**src/design/bfx_consts.vh**
```
// Purpose: Shared constants for the bitfield and extend datapath slice
// Assumes: 32-bit APB slave, byte addresses, one aligned word per register
// Notes: Opcode codes, register offsets, field positions and reset values
`ifndef BFX_CONSTS_VH
`define BFX_CONSTS_VH

`define OPC_W                       4
`define OPC_NONE                    4'h0
`define OPC_FIELD_CLEAR             4'h1
`define OPC_FIELD_INSERT            4'h2
`define OPC_SIGNED_FIELD_EXTRACT    4'h3
`define OPC_UNSIGNED_FIELD_EXTRACT  4'h4
`define OPC_SIGNED_BYTE_EXTEND      4'h5
`define OPC_UNSIGNED_BYTE_EXTEND    4'h6
`define OPC_SIGNED_HALF_EXTEND      4'h7
`define OPC_UNSIGNED_HALF_EXTEND    4'h8

`define ADDR_PSR                    8'h00
`define ADDR_EVT_STATUS             8'h04
`define ADDR_EVT_MASK               8'h08
`define ADDR_LAST_RESULT            8'h0C

`define PSR_W                       5
`define PSR_Q_BIT                   0
`define PSR_NZCV_LSB                1
`define PSR_RESET                   5'h00

`define EVT_W                       3
`define EVT_CLAMP_BIT               0
`define EVT_BAD_FIELD_BIT           1
`define EVT_STATUS_WRITE_BIT        2
`define EVT_STATUS_RESET            3'h0
`define EVT_MASK_RESET              3'h0

`endif

```
**src/design/bitfield_extend_datapath.v**
```verilog
// Purpose: Bitfield clear/insert/extract and byte/half extend slice with sticky saturation bit
// Assumes: Operands come from the decoder already free of stack pointer and PC
// Notes: The result is combinational so writeback sees it in the issue cycle;
// Notes: op_result_valid is also combinational; every other output is registered. APB answers with one wait state.
`timescale 1ns/1ps
`include "bfx_consts.vh"
module bitfield_extend_datapath #(
	parameter DATA_W = 32
) (
	input  wire                sys_clk,
	input  wire                resetn,
	input  wire                op_valid,
	input  wire [`OPC_W-1:0]   op_code,
	input  wire [DATA_W-1:0]   source_operand,
	input  wire [DATA_W-1:0]   dest_operand,
	input  wire [DATA_W-1:0]   extend_source_operand,
	input  wire [4:0]          field_lsb,
	input  wire [5:0]          field_width,
	input  wire [1:0]          rotate_right_amount,
	output reg  [DATA_W-1:0]   op_result,
	output wire                op_result_valid,
	input  wire                clamp_valid,
	input  wire                clamp_saturated,
	input  wire                status_write_op,
	input  wire [`PSR_W-1:0]   status_write_data,
	output wire [`PSR_W-1:0]   program_status_flags,
	input  wire                psel,
	input  wire                penable,
	input  wire                pwrite,
	input  wire [7:0]          paddr,
	input  wire [31:0]         pwdata,
	output wire [31:0]         prdata,
	output wire                pready,
	output wire                pslverr,
	output wire                irq
);
	reg  [`PSR_W-1:0]  psr_reg;
	reg  [`PSR_W-1:0]  psr_next;
	reg  [`EVT_W-1:0]  evt_status_reg;
	reg  [`EVT_W-1:0]  evt_status_next;
	reg  [`EVT_W-1:0]  evt_mask_reg;
	reg  [DATA_W-1:0]  last_result_reg;
	reg                irq_reg;
	reg                pready_reg;
	reg                pslverr_reg;
	reg  [31:0]        prdata_reg;
	reg                valid_reg;
	wire [DATA_W-1:0]  field_mask;
	wire               field_bad;
	wire [DATA_W-1:0]  extend_result;
	wire [DATA_W-1:0]  field_shifted;
	wire [DATA_W-1:0]  insert_bits;
	wire [DATA_W-1:0]  extract_raw;
	wire [DATA_W-1:0]  extract_keep;
	wire [5:0]         top_index;
	wire               extract_sign;
	wire               is_field_op;
	wire               is_half;
	wire               is_signed;
	wire               apb_access;
	wire               apb_write;
	wire               apb_read;
	wire               psr_sel;
	wire               addr_ok;
	wire               clamp_event;

	// Field position decode is shared by clear, insert and extract
	function is_field_code;
		input [`OPC_W-1:0] code;
		begin
			is_field_code = (code == `OPC_FIELD_CLEAR) || (code == `OPC_FIELD_INSERT) ||
				(code == `OPC_SIGNED_FIELD_EXTRACT) || (code == `OPC_UNSIGNED_FIELD_EXTRACT);
		end
	endfunction

	function addr_mapped;
		input [7:0] addr;
		begin
			addr_mapped = (addr == `ADDR_PSR) || (addr == `ADDR_EVT_STATUS) ||
				(addr == `ADDR_EVT_MASK) || (addr == `ADDR_LAST_RESULT);
		end
	endfunction

	field_mask_gen #(
		.DATA_W      (DATA_W)
	) u_mask (
		.field_lsb   (field_lsb),
		.field_width (field_width),
		.field_mask  (field_mask),
		.field_bad   (field_bad)
	);

	rotate_extend u_ext (
		.extend_source_operand (extend_source_operand),
		.rotate_right_amount   (rotate_right_amount),
		.extend_half           (is_half),
		.extend_signed         (is_signed),
		.extend_result         (extend_result)
	);

	assign is_field_op = is_field_code(op_code);
	assign is_half     = (op_code == `OPC_SIGNED_HALF_EXTEND) || (op_code == `OPC_UNSIGNED_HALF_EXTEND);
	assign is_signed   = (op_code == `OPC_SIGNED_HALF_EXTEND) || (op_code == `OPC_SIGNED_BYTE_EXTEND);

	// Insert takes source bits from bit 0 upward and moves them to the start
	assign field_shifted = source_operand << field_lsb;
	assign insert_bits   = field_shifted & field_mask;
	// Extract brings the field down to bit 0 and keeps width bits
	assign extract_raw   = source_operand >> field_lsb;
	assign extract_keep  = field_mask >> field_lsb;
	assign top_index     = field_width - 6'h01;
	assign extract_sign  = extract_raw[top_index[4:0]];

	// Same-cycle result for writeback; only last_result_reg keeps a registered copy of it
	always @* begin
		case (op_code)
			`OPC_FIELD_CLEAR: begin
				op_result = dest_operand & ~field_mask;
			end
			`OPC_FIELD_INSERT: begin
				op_result = (dest_operand & ~field_mask) | insert_bits;
			end
			`OPC_SIGNED_FIELD_EXTRACT: begin
				op_result = (extract_raw & extract_keep) | ({DATA_W{extract_sign}} & ~extract_keep);
			end
			`OPC_UNSIGNED_FIELD_EXTRACT: begin
				op_result = extract_raw & extract_keep;
			end
			`OPC_SIGNED_BYTE_EXTEND,
			`OPC_UNSIGNED_BYTE_EXTEND,
			`OPC_SIGNED_HALF_EXTEND,
			`OPC_UNSIGNED_HALF_EXTEND: begin
				op_result = extend_result;
			end
			default: begin
				op_result = {DATA_W{1'b0}};
			end
		endcase
	end

	assign op_result_valid = op_valid && (op_code != `OPC_NONE);

	// Flag state: only the decoder's status write, an APB write to the PSR and a clamp touch it
	assign clamp_event = clamp_valid && clamp_saturated;

	always @* begin
		psr_next = psr_reg;
		if (status_write_op) begin
			psr_next = status_write_data;
		end
		if (apb_write && psr_sel) begin
			psr_next = pwdata[`PSR_W-1:0];
		end
		// Set beats a clear arriving in the same cycle; nzcv left alone by clamps
		if (clamp_event) begin
			psr_next[`PSR_Q_BIT] = 1'b1;
		end
		// Field and extend ops have no path into psr_next at all
	end

	assign apb_access = psel && penable && !pready_reg;
	assign apb_write  = apb_access && pwrite;
	assign apb_read   = apb_access && !pwrite;
	assign addr_ok    = addr_mapped(paddr);
	assign psr_sel    = (paddr == `ADDR_PSR);

	// Events: W1C from software, a fresh event wins over its own clear
	always @* begin
		evt_status_next = evt_status_reg;
		if (apb_write && (paddr == `ADDR_EVT_STATUS)) begin
			evt_status_next = evt_status_reg & ~pwdata[`EVT_W-1:0];
		end
		if (clamp_event) begin
			evt_status_next[`EVT_CLAMP_BIT] = 1'b1;
		end
		if (op_valid && is_field_op && field_bad) begin
			evt_status_next[`EVT_BAD_FIELD_BIT] = 1'b1;
		end
		if (status_write_op) begin
			evt_status_next[`EVT_STATUS_WRITE_BIT] = 1'b1;
		end
	end

	always @(posedge sys_clk) begin
		if (!resetn) begin
			psr_reg         <= `PSR_RESET;
			evt_status_reg  <= `EVT_STATUS_RESET;
			evt_mask_reg    <= `EVT_MASK_RESET;
			last_result_reg <= {DATA_W{1'b0}};
			irq_reg         <= 1'b0;
			valid_reg       <= 1'b0;
		end else begin
			psr_reg        <= psr_next;
			evt_status_reg <= evt_status_next;
			irq_reg        <= |(evt_status_next & evt_mask_reg);
			valid_reg      <= op_result_valid;
			if (op_result_valid) begin
				last_result_reg <= op_result;
			end
			if (apb_write && (paddr == `ADDR_EVT_MASK)) begin
				evt_mask_reg <= pwdata[`EVT_W-1:0];
			end
		end
	end

	// APB slave: access phase always stretched by one cycle, unmapped gives pslverr
	always @(posedge sys_clk) begin
		if (!resetn) begin
			pready_reg  <= 1'b0;
			pslverr_reg <= 1'b0;
			prdata_reg  <= 32'h00000000;
		end else begin
			pready_reg  <= apb_access;
			pslverr_reg <= apb_access && !addr_ok;
			prdata_reg  <= 32'h00000000;
			if (apb_read) begin
				case (paddr)
					`ADDR_PSR:         prdata_reg <= {{(32-`PSR_W){1'b0}}, psr_reg};
					`ADDR_EVT_STATUS:  prdata_reg <= {{(32-`EVT_W){1'b0}}, evt_status_reg};
					`ADDR_EVT_MASK:    prdata_reg <= {{(32-`EVT_W){1'b0}}, evt_mask_reg};
					`ADDR_LAST_RESULT: prdata_reg <= last_result_reg[31:0];
					default:           prdata_reg <= 32'h00000000;
				endcase
			end
		end
	end

	assign program_status_flags = psr_reg;
	assign prdata               = prdata_reg;
	assign pready               = pready_reg;
	assign pslverr              = pslverr_reg;
	assign irq                  = irq_reg;
endmodule

```
**src/design/field_mask_gen.v**
```verilog
// Purpose: Builds a contiguous bit mask from a start position and width
// Assumes: Width 1..32 and start plus width no more than 32
// Notes: Also flags a field that runs past bit 31 or has zero width
`timescale 1ns/1ps
module field_mask_gen #(
	parameter DATA_W = 32
) (
	input  wire [4:0]        field_lsb,
	input  wire [5:0]        field_width,
	output wire [DATA_W-1:0] field_mask,
	output wire              field_bad
);
	wire [DATA_W:0] ones;
	wire [6:0]      field_end;

	// One extra bit so a full 32-bit width does not wrap to zero
	assign ones       = ({{DATA_W{1'b0}}, 1'b1} << field_width) - {{DATA_W{1'b0}}, 1'b1};
	assign field_mask = ones[DATA_W-1:0] << field_lsb;
	assign field_end  = {2'b00, field_lsb} + {1'b0, field_width};
	assign field_bad  = (field_width == 6'h00) || (field_end > 7'h20);
endmodule

```
**src/design/rotate_extend.v**
```verilog
// Purpose: Rotates a source right by whole bytes, then byte or half extends it
// Assumes: Rotation in byte units, 0 means no rotation
// Notes: Pure combinational, no flags produced
`timescale 1ns/1ps
module rotate_extend (
	input  wire [31:0] extend_source_operand,
	input  wire [1:0]  rotate_right_amount,
	input  wire        extend_half,
	input  wire        extend_signed,
	output reg  [31:0] extend_result
);
	reg [31:0] rotated;

	always @* begin
		case (rotate_right_amount)
			2'h1:    rotated = {extend_source_operand[7:0], extend_source_operand[31:8]};
			2'h2:    rotated = {extend_source_operand[15:0], extend_source_operand[31:16]};
			2'h3:    rotated = {extend_source_operand[23:0], extend_source_operand[31:24]};
			default: rotated = extend_source_operand;
		endcase
		if (extend_half) begin
			extend_result = {{16{extend_signed & rotated[15]}}, rotated[15:0]};
		end else begin
			extend_result = {{24{extend_signed & rotated[7]}}, rotated[7:0]};
		end
	end
endmodule

```
**config.mk**
```make
export PLATFORM = sky130hd
export DESIGN_NAME = bitfield_extend_datapath
export DESIGN_NICKNAME = d
export VERILOG_FILES = /design/src/design/bitfield_extend_datapath.v /design/src/design/field_mask_gen.v /design/src/design/rotate_extend.v
export VERILOG_INCLUDE_DIRS = /design/src /design/src/design
export SDC_FILE = /design/constraint.sdc
export NUM_CORES = 1
export LEC_CHECK = 0
export BUFFER_PORTS_ARGS = -buffer_cell sky130_fd_sc_hd__buf_2
export CORE_UTILIZATION = 40
export DETAILED_ROUTE_END_ITERATION = 12
export MAX_ROUTING_LAYER = met4
export SYNTH_ARGS = -nofsm -noshare
export SYNTH_HDL_FRONTEND = slang
export SYNTH_HIERARCHICAL = 1
export SYNTH_SLANG_ARGS = --single-unit
```
**constraint.sdc**
```tcl
create_clock -name sys_clk -period 10.3 [get_ports sys_clk]
set_clock_uncertainty 0.05 [all_clocks]
set_input_delay 1.03 -clock sys_clk [delete_from_list [all_inputs] [get_ports sys_clk]]
set_output_delay 1.03 -clock sys_clk [all_outputs]
set_load 0.005 [all_outputs]
```
### After elaboration in Yosys (flattened, before gate mapping)

Cells that the tools add are included.

* input bits: 167
* output and inout port bits: 73
* bits in registers: 78
* logic and storage cells: 91

* $lt $le $gt $ge: 2
* multiplexer cells: 13
* $add $sub $neg: 3
* reduce and logical (&&, ||, !) cells: 32
* shift operators: 5
* bitwise gates (word level): 13
* equal/unequal tests: 14

Operator list (count)
* 32-bit one-hot mux with 5 select lines: 1
* 32-bit bitwise AND: 4
* 32-bit one-hot mux with 4 select lines: 1
* 32-bit inverter: 2
* 32-bit OR: 2
* 32-bit by 5-bit left shift with 32-bit output: 2
* 32-bit by 5-bit right shift with 32-bit output: 2
* 16-bit one-hot mux with 3 select lines: 1
* 32-bit two-way mux: 1
* 1-bit by 6-bit left shift with 32-bit output, first input constant: 1
* 32-bit by 1-bit subtractor with 32-bit output, second input constant: 1
* 4-bit by 3-bit == test with 1-bit output, second input constant: 4
* 8-bit by 4-bit == test with 1-bit output, second input constant: 2
* 1-bit logical AND: 12
* 5-bit two-way mux: 2
* 1-bit logical OR: 9
* 4-bit by 2-bit == test with 1-bit output, second input constant: 2
* 8-bit by 3-bit == test with 1-bit output, second input constant: 1
* 8-bit logical NOT: 1
* 5-bit by 6-bit adder with 7-bit output: 1
* 7-bit by 6-bit greater-than comparator with 1-bit output, second input constant: 1
* 3-bit bitwise AND: 2
* 6-bit logical NOT: 1
* 5-bit by 6-bit less-than comparator with 1-bit output, second input constant: 1
* 17 further kinds: 25

### Depth between registers and ports, before layout

* depth after elaboration: 9
* gate-level depth with buffers: 25
* mapped depth without buffers: 20

### Modules after synthesis

The synthesis kept the hierarchy.

By module, submodules not included
* bitfield_extend_datapath: area an instance 9711.8 um^2, times used 1, sequential area each 1561.5 um^2, cells an instance 1260
* field_mask_gen: area an instance 2995.4 um^2, times used 1, sequential area each 0.0 um^2, cells an instance 469
* rotate_extend: area an instance 659.4 um^2, times used 1, sequential area each 0.0 um^2, cells an instance 80

### Least setup slack after synthesis

OpenSTA, ideal clock, no wires.

* path kind: in2out
* start: input port field_width[3]
* end: output port op_result[12]
* required time: 9.220 ns
* stages on the path: 24
* arrival time: 5.814 ns
* path buffers: 6
* path slack: 3.406 ns
* path through: buf_2 > buf_2 > buf_2 > buf_1 > nor3_1 > inv_1 > ha_1 > clkbuf_1 > clkbuf_1 > a21oi_1 > o32a_1 > a311oi_1 > a211oi_1 > mux2_2 > a221o_1 > mux2_1 > mux2_2 > and2_1 > mux2_2 > a22oi_1 > nor3_1 > a211o_1 > a21oi_2 > inv_1

* cells in the longest elaborated chain, start to end: 8
* elaborated cells on any way between the ends: 16
* classes of those cells: 2 x add/sub; 3 x shift; 3 x mux; 8 x bitwise

RTL lines
* start: declaration: line bitfield_extend_datapath.v:18 `input wire [5:0] field_width,`
* 1-bit by 6-bit left shift with 32-bit output *: line field_mask_gen.v:17 `assign ones = ({{DATA_W{1'b0}}, 1'b1} << field_width) - {{DATA_W{1'b0}}, 1'b1};`
* 32-bit by 1-bit subtractor with 32-bit output *: line field_mask_gen.v:17
* 32-bit by 5-bit left shift with 32-bit output *: line field_mask_gen.v:18 `assign field_mask = ones[DATA_W-1:0] << field_lsb;`
* net field_mask[30]: line bitfield_extend_datapath.v:48 `wire [DATA_W-1:0] field_mask;`
* 32-bit by 5-bit right shift with 32-bit output *: line bitfield_extend_datapath.v:110 `assign extract_keep = field_mask >> field_lsb;`
* 32-bit inverter: line bitfield_extend_datapath.v:124 `op_result = (extract_raw & extract_keep) | ({DATA_W{extract_sign}} & ~extract_keep);`
* 32-bit bitwise AND: line bitfield_extend_datapath.v:124
* 32-bit OR: line bitfield_extend_datapath.v:124
* 32-bit one-hot mux with 5 select lines *: line bitfield_extend_datapath.v:116 `case (op_code)`
* end: declaration: line bitfield_extend_datapath.v:20 `output reg [DATA_W-1:0] op_result,`

Mark *: on every way through the listed nets, which the timed path passes. The rest lies on a longest branch. The select of a mux whose other input is x is not followed.

### Worst setup path after layout

* start: input port field_width[2]
* end: output port op_result[11]

The elaborated chain is that of the path after synthesis.

==> flow_metrics.tcl <==
set metrics [dict create \
    fmax_mhz 110 \
    grt_util_met2_pct 54.4 \
    hold_viol 0 \
    critPathLaunchType "input pin" \
    peakVddDrop_mv 0.0798 \
    setup_viol 0 \
    fin_crit_sh_pct 88.0 \
    syn_to_final_growth_pct 9.17 \
    grt_max_degree 73 \
    met1_usage_pct 51.0 \
    drc 0 \
    synth_top_area_share_pct 11.7 \
    ys_ff_latch 78 \
    postCtsSetupRepairBufs 0 \
    power_mw 1.40 \
    grt_pass1_wl_mm 91.0 \
    worst_slack_ns 1.24 \
    drive_above_1_share_pct 21.6 \
    drt-initial-drc-count 1949 \
    overflow 0 \
    dr_total_vias 15513 \
    p_leak_nw 6.15 \
    synth_cell_types 98 \
    arrival_ns 7.98 \
    synth_warnings 6 \
    path_class "in -> out" \
    io_pins 240 \
    ys.flop_type "dfxtp_1" \
    coreArea_um2 32700 \
    synthTopCellsByArea "dfxtp_1 (12%), mux4_2 (11%), mux2i_1 (8.4%), nand2_1 (6.2%), a21oi_1 (4.2%)" \
    post-route-min-period_ns 9.06 \
    dieArea_um2 34200 \
    numClockSinks 78 \
    post_cts_resize_count 0 \
    routed_wl_mm 62.1 \
    cts_tree "done" \
    clockBufferDepth 2 \
    fin_hold_ws_ns 0.398 \
    crit_fanout 40 \
    end_kind "output pin" \
    syn_area_um2 13400 \
    num-nets-final 2048 \
    initial_core_util_pct 40.9 \
    maxSlewHeadroom_pct 26.3 \
    seq_area_frac_synth_pct 11.7 \
    final_max_slew_viol_count 0 \
    port_buffers 212 \
    rows 66 \
    fin_util_pct 44.6 \
    dpl.hpwl_mm 47.9 \
    clk_latency_ns 0.34 \
    cts_root_buf "clkbuf_16" \
    cts_hold_buf 0 \
    place.gp.congestion 1.01 \
    place_ws_ns 1.43 \
    clk_pin_slew_ns 0.06 \
    antenna_found_initial 6 \
    ant_nets 0 \
    syn_nets 1984 \
    rsz0062_at_grt "false" \
    cellPowerDensity_nw_per_um2 95.7 \
    viasPerCell 6.68 \
    fillerInstances 3459 \
    grt_pass1_vias 13821 \
    avgSynthCellArea_um2 7.39 \
    syn_inst 1809 \
    run_status "complete, no violations" \
    required_ns 9.22 \
    drv_cap 0 \
    dr.pass1.iters 5 \
    synth_edf_count 0 \
    final-seq-area_um2 1560 \
    die_y_um 185 \
    tns_ns 0 \
    multi_input_area_um2 10700 \
    htreeDepth 3 \
    use_met3_pct 5.25 \
    tightest_slew_ns 1.10 \
    wl_per_cell_um 26.7 \
    yosysTopAreaCell "dfxtp_1" \
    grtUsageTotal_pct 36.5 \
    min_path_type "reg -> reg" \
    cts_buffers 9 \
    die_w_um 185 \
    postSynth.asyncResetShare_pct 0 \
    grt_busiest_layer "met2" \
]
[cells in the mapped netlist (17+ instances only)]
master and number:
mux2_2 43, nor2b_1 27, nand3_1 47, buf_2 36, o221ai_1 19, nor3_1 32
inv_1 66, buf_4 24, o21ai_0 102, o21ai_1 18, mux4_2 66, a211oi_1 29
nand2_1 220, o31ai_1 17, a31oi_1 28, buf_1 24, and2_1 48, clkbuf_1 85
a32oi_1 17, nand2b_1 31, mux2i_1 112, o211ai_1 31, dfxtp_1 78, a21oi_1 111
nor2_1 142, o22ai_1 26
[placed cells by master, fill, tap and decap left out, drive strengths merged, types with 30 or more instances in the layout]
cell and n:
mux2i 112, nand3 47, nand2 220, dfxtp 78, o211ai 31, mux2 51, o21ai 121, mux4 66
nor3 35, a211oi 30, nand2b 31, nor2 143, inv 68, and2 49, a21oi 119, buf 234
[layout make-up]
type / instances / share of cell area [%]
Multi-Input combinational cell: 1482 / 73.0
Clock inverter: 6 / 0.643
Antenna cell: 4 / 0.0686
Sequential cell: 78 / 10.7
Timing Repair Buffer: 234 / 8.48
Inverter: 68 / 1.75
Tap cell: 442 / 3.79
Clock buffer: 10 / 1.57
[per-stage QoR]
stage | std cells | cell area, µm²
3_3_place_gp | 2304 | 14300
3_5_place_dp | 2304 | 14300
2_1_floorplan | 1809 | 13400
4_1_cts | 2320 | 14600
6_report | 2324 | 14600
5_1_grt | 2324 | 14600
[critical path, cell delays in order]
cell	delay, ns
buf_2	0.35
or4_4	0.57
nor3_1	0.27
inv_1	0.13
ha_1	0.53
clkinv_1	0.35
a21oi_1	0.21
a211oi_1	0.68
a21oi_1	0.08
o21ai_0	0.58
o221ai_1	0.30
a32oi_1	0.65
nand2b_1	0.32
o22ai_1	0.69
nor2_1	0.09
a311oi_1	0.28
a21oi_1	0.10
or3_1	0.40
o21ai_1	0.13
inv_1	0.08
buf_2	0.13
[power breakdown]
part           internal (mW)  switching [mW]  leakage, nW
combinational          0.261           0.474         5.36
clock                  0.214           0.128        0.154
sequential             0.314         0.00529        0.637
total                  0.789           0.608         6.15
[path summary, 6_finish.rpt]
kind | start | to | slack (ns) | cells after the start
worst max-delay path | field_width[2] | op_result[11] | 1.24 | 21
worst min-delay path | last_result_reg[22] | prdata[22] | 0.40 | 1
worst max register to register | pready | irq | 8.58 | 8
worst min register to register | last_result_reg[22] | prdata[22] | 0.40 | 1
[cells by family after synthesis]
family,share of synthesized area [%]
AO/OA/AOI/OAI,30.2
flip-flops,11.7
AND/OR/NAND/NOR,23.9
multiplexers,23.9
buffers and inverters,8.68
XOR/XNOR,0.852
adder cells (fa/ha/maj),0.805
[per-layer routing]
| layer | vias to the layer above | routed length, µm |
|---|---|---|
| met5 | - | 0 |
| met4 | 0 | 1860 |
| met3 | 112 | 6150 |
| met2 | 942 | 27200 |
| met1 | 7503 | 26800 |
| li1 | 6956 | - |
Power figures use the tool's default switching activity.
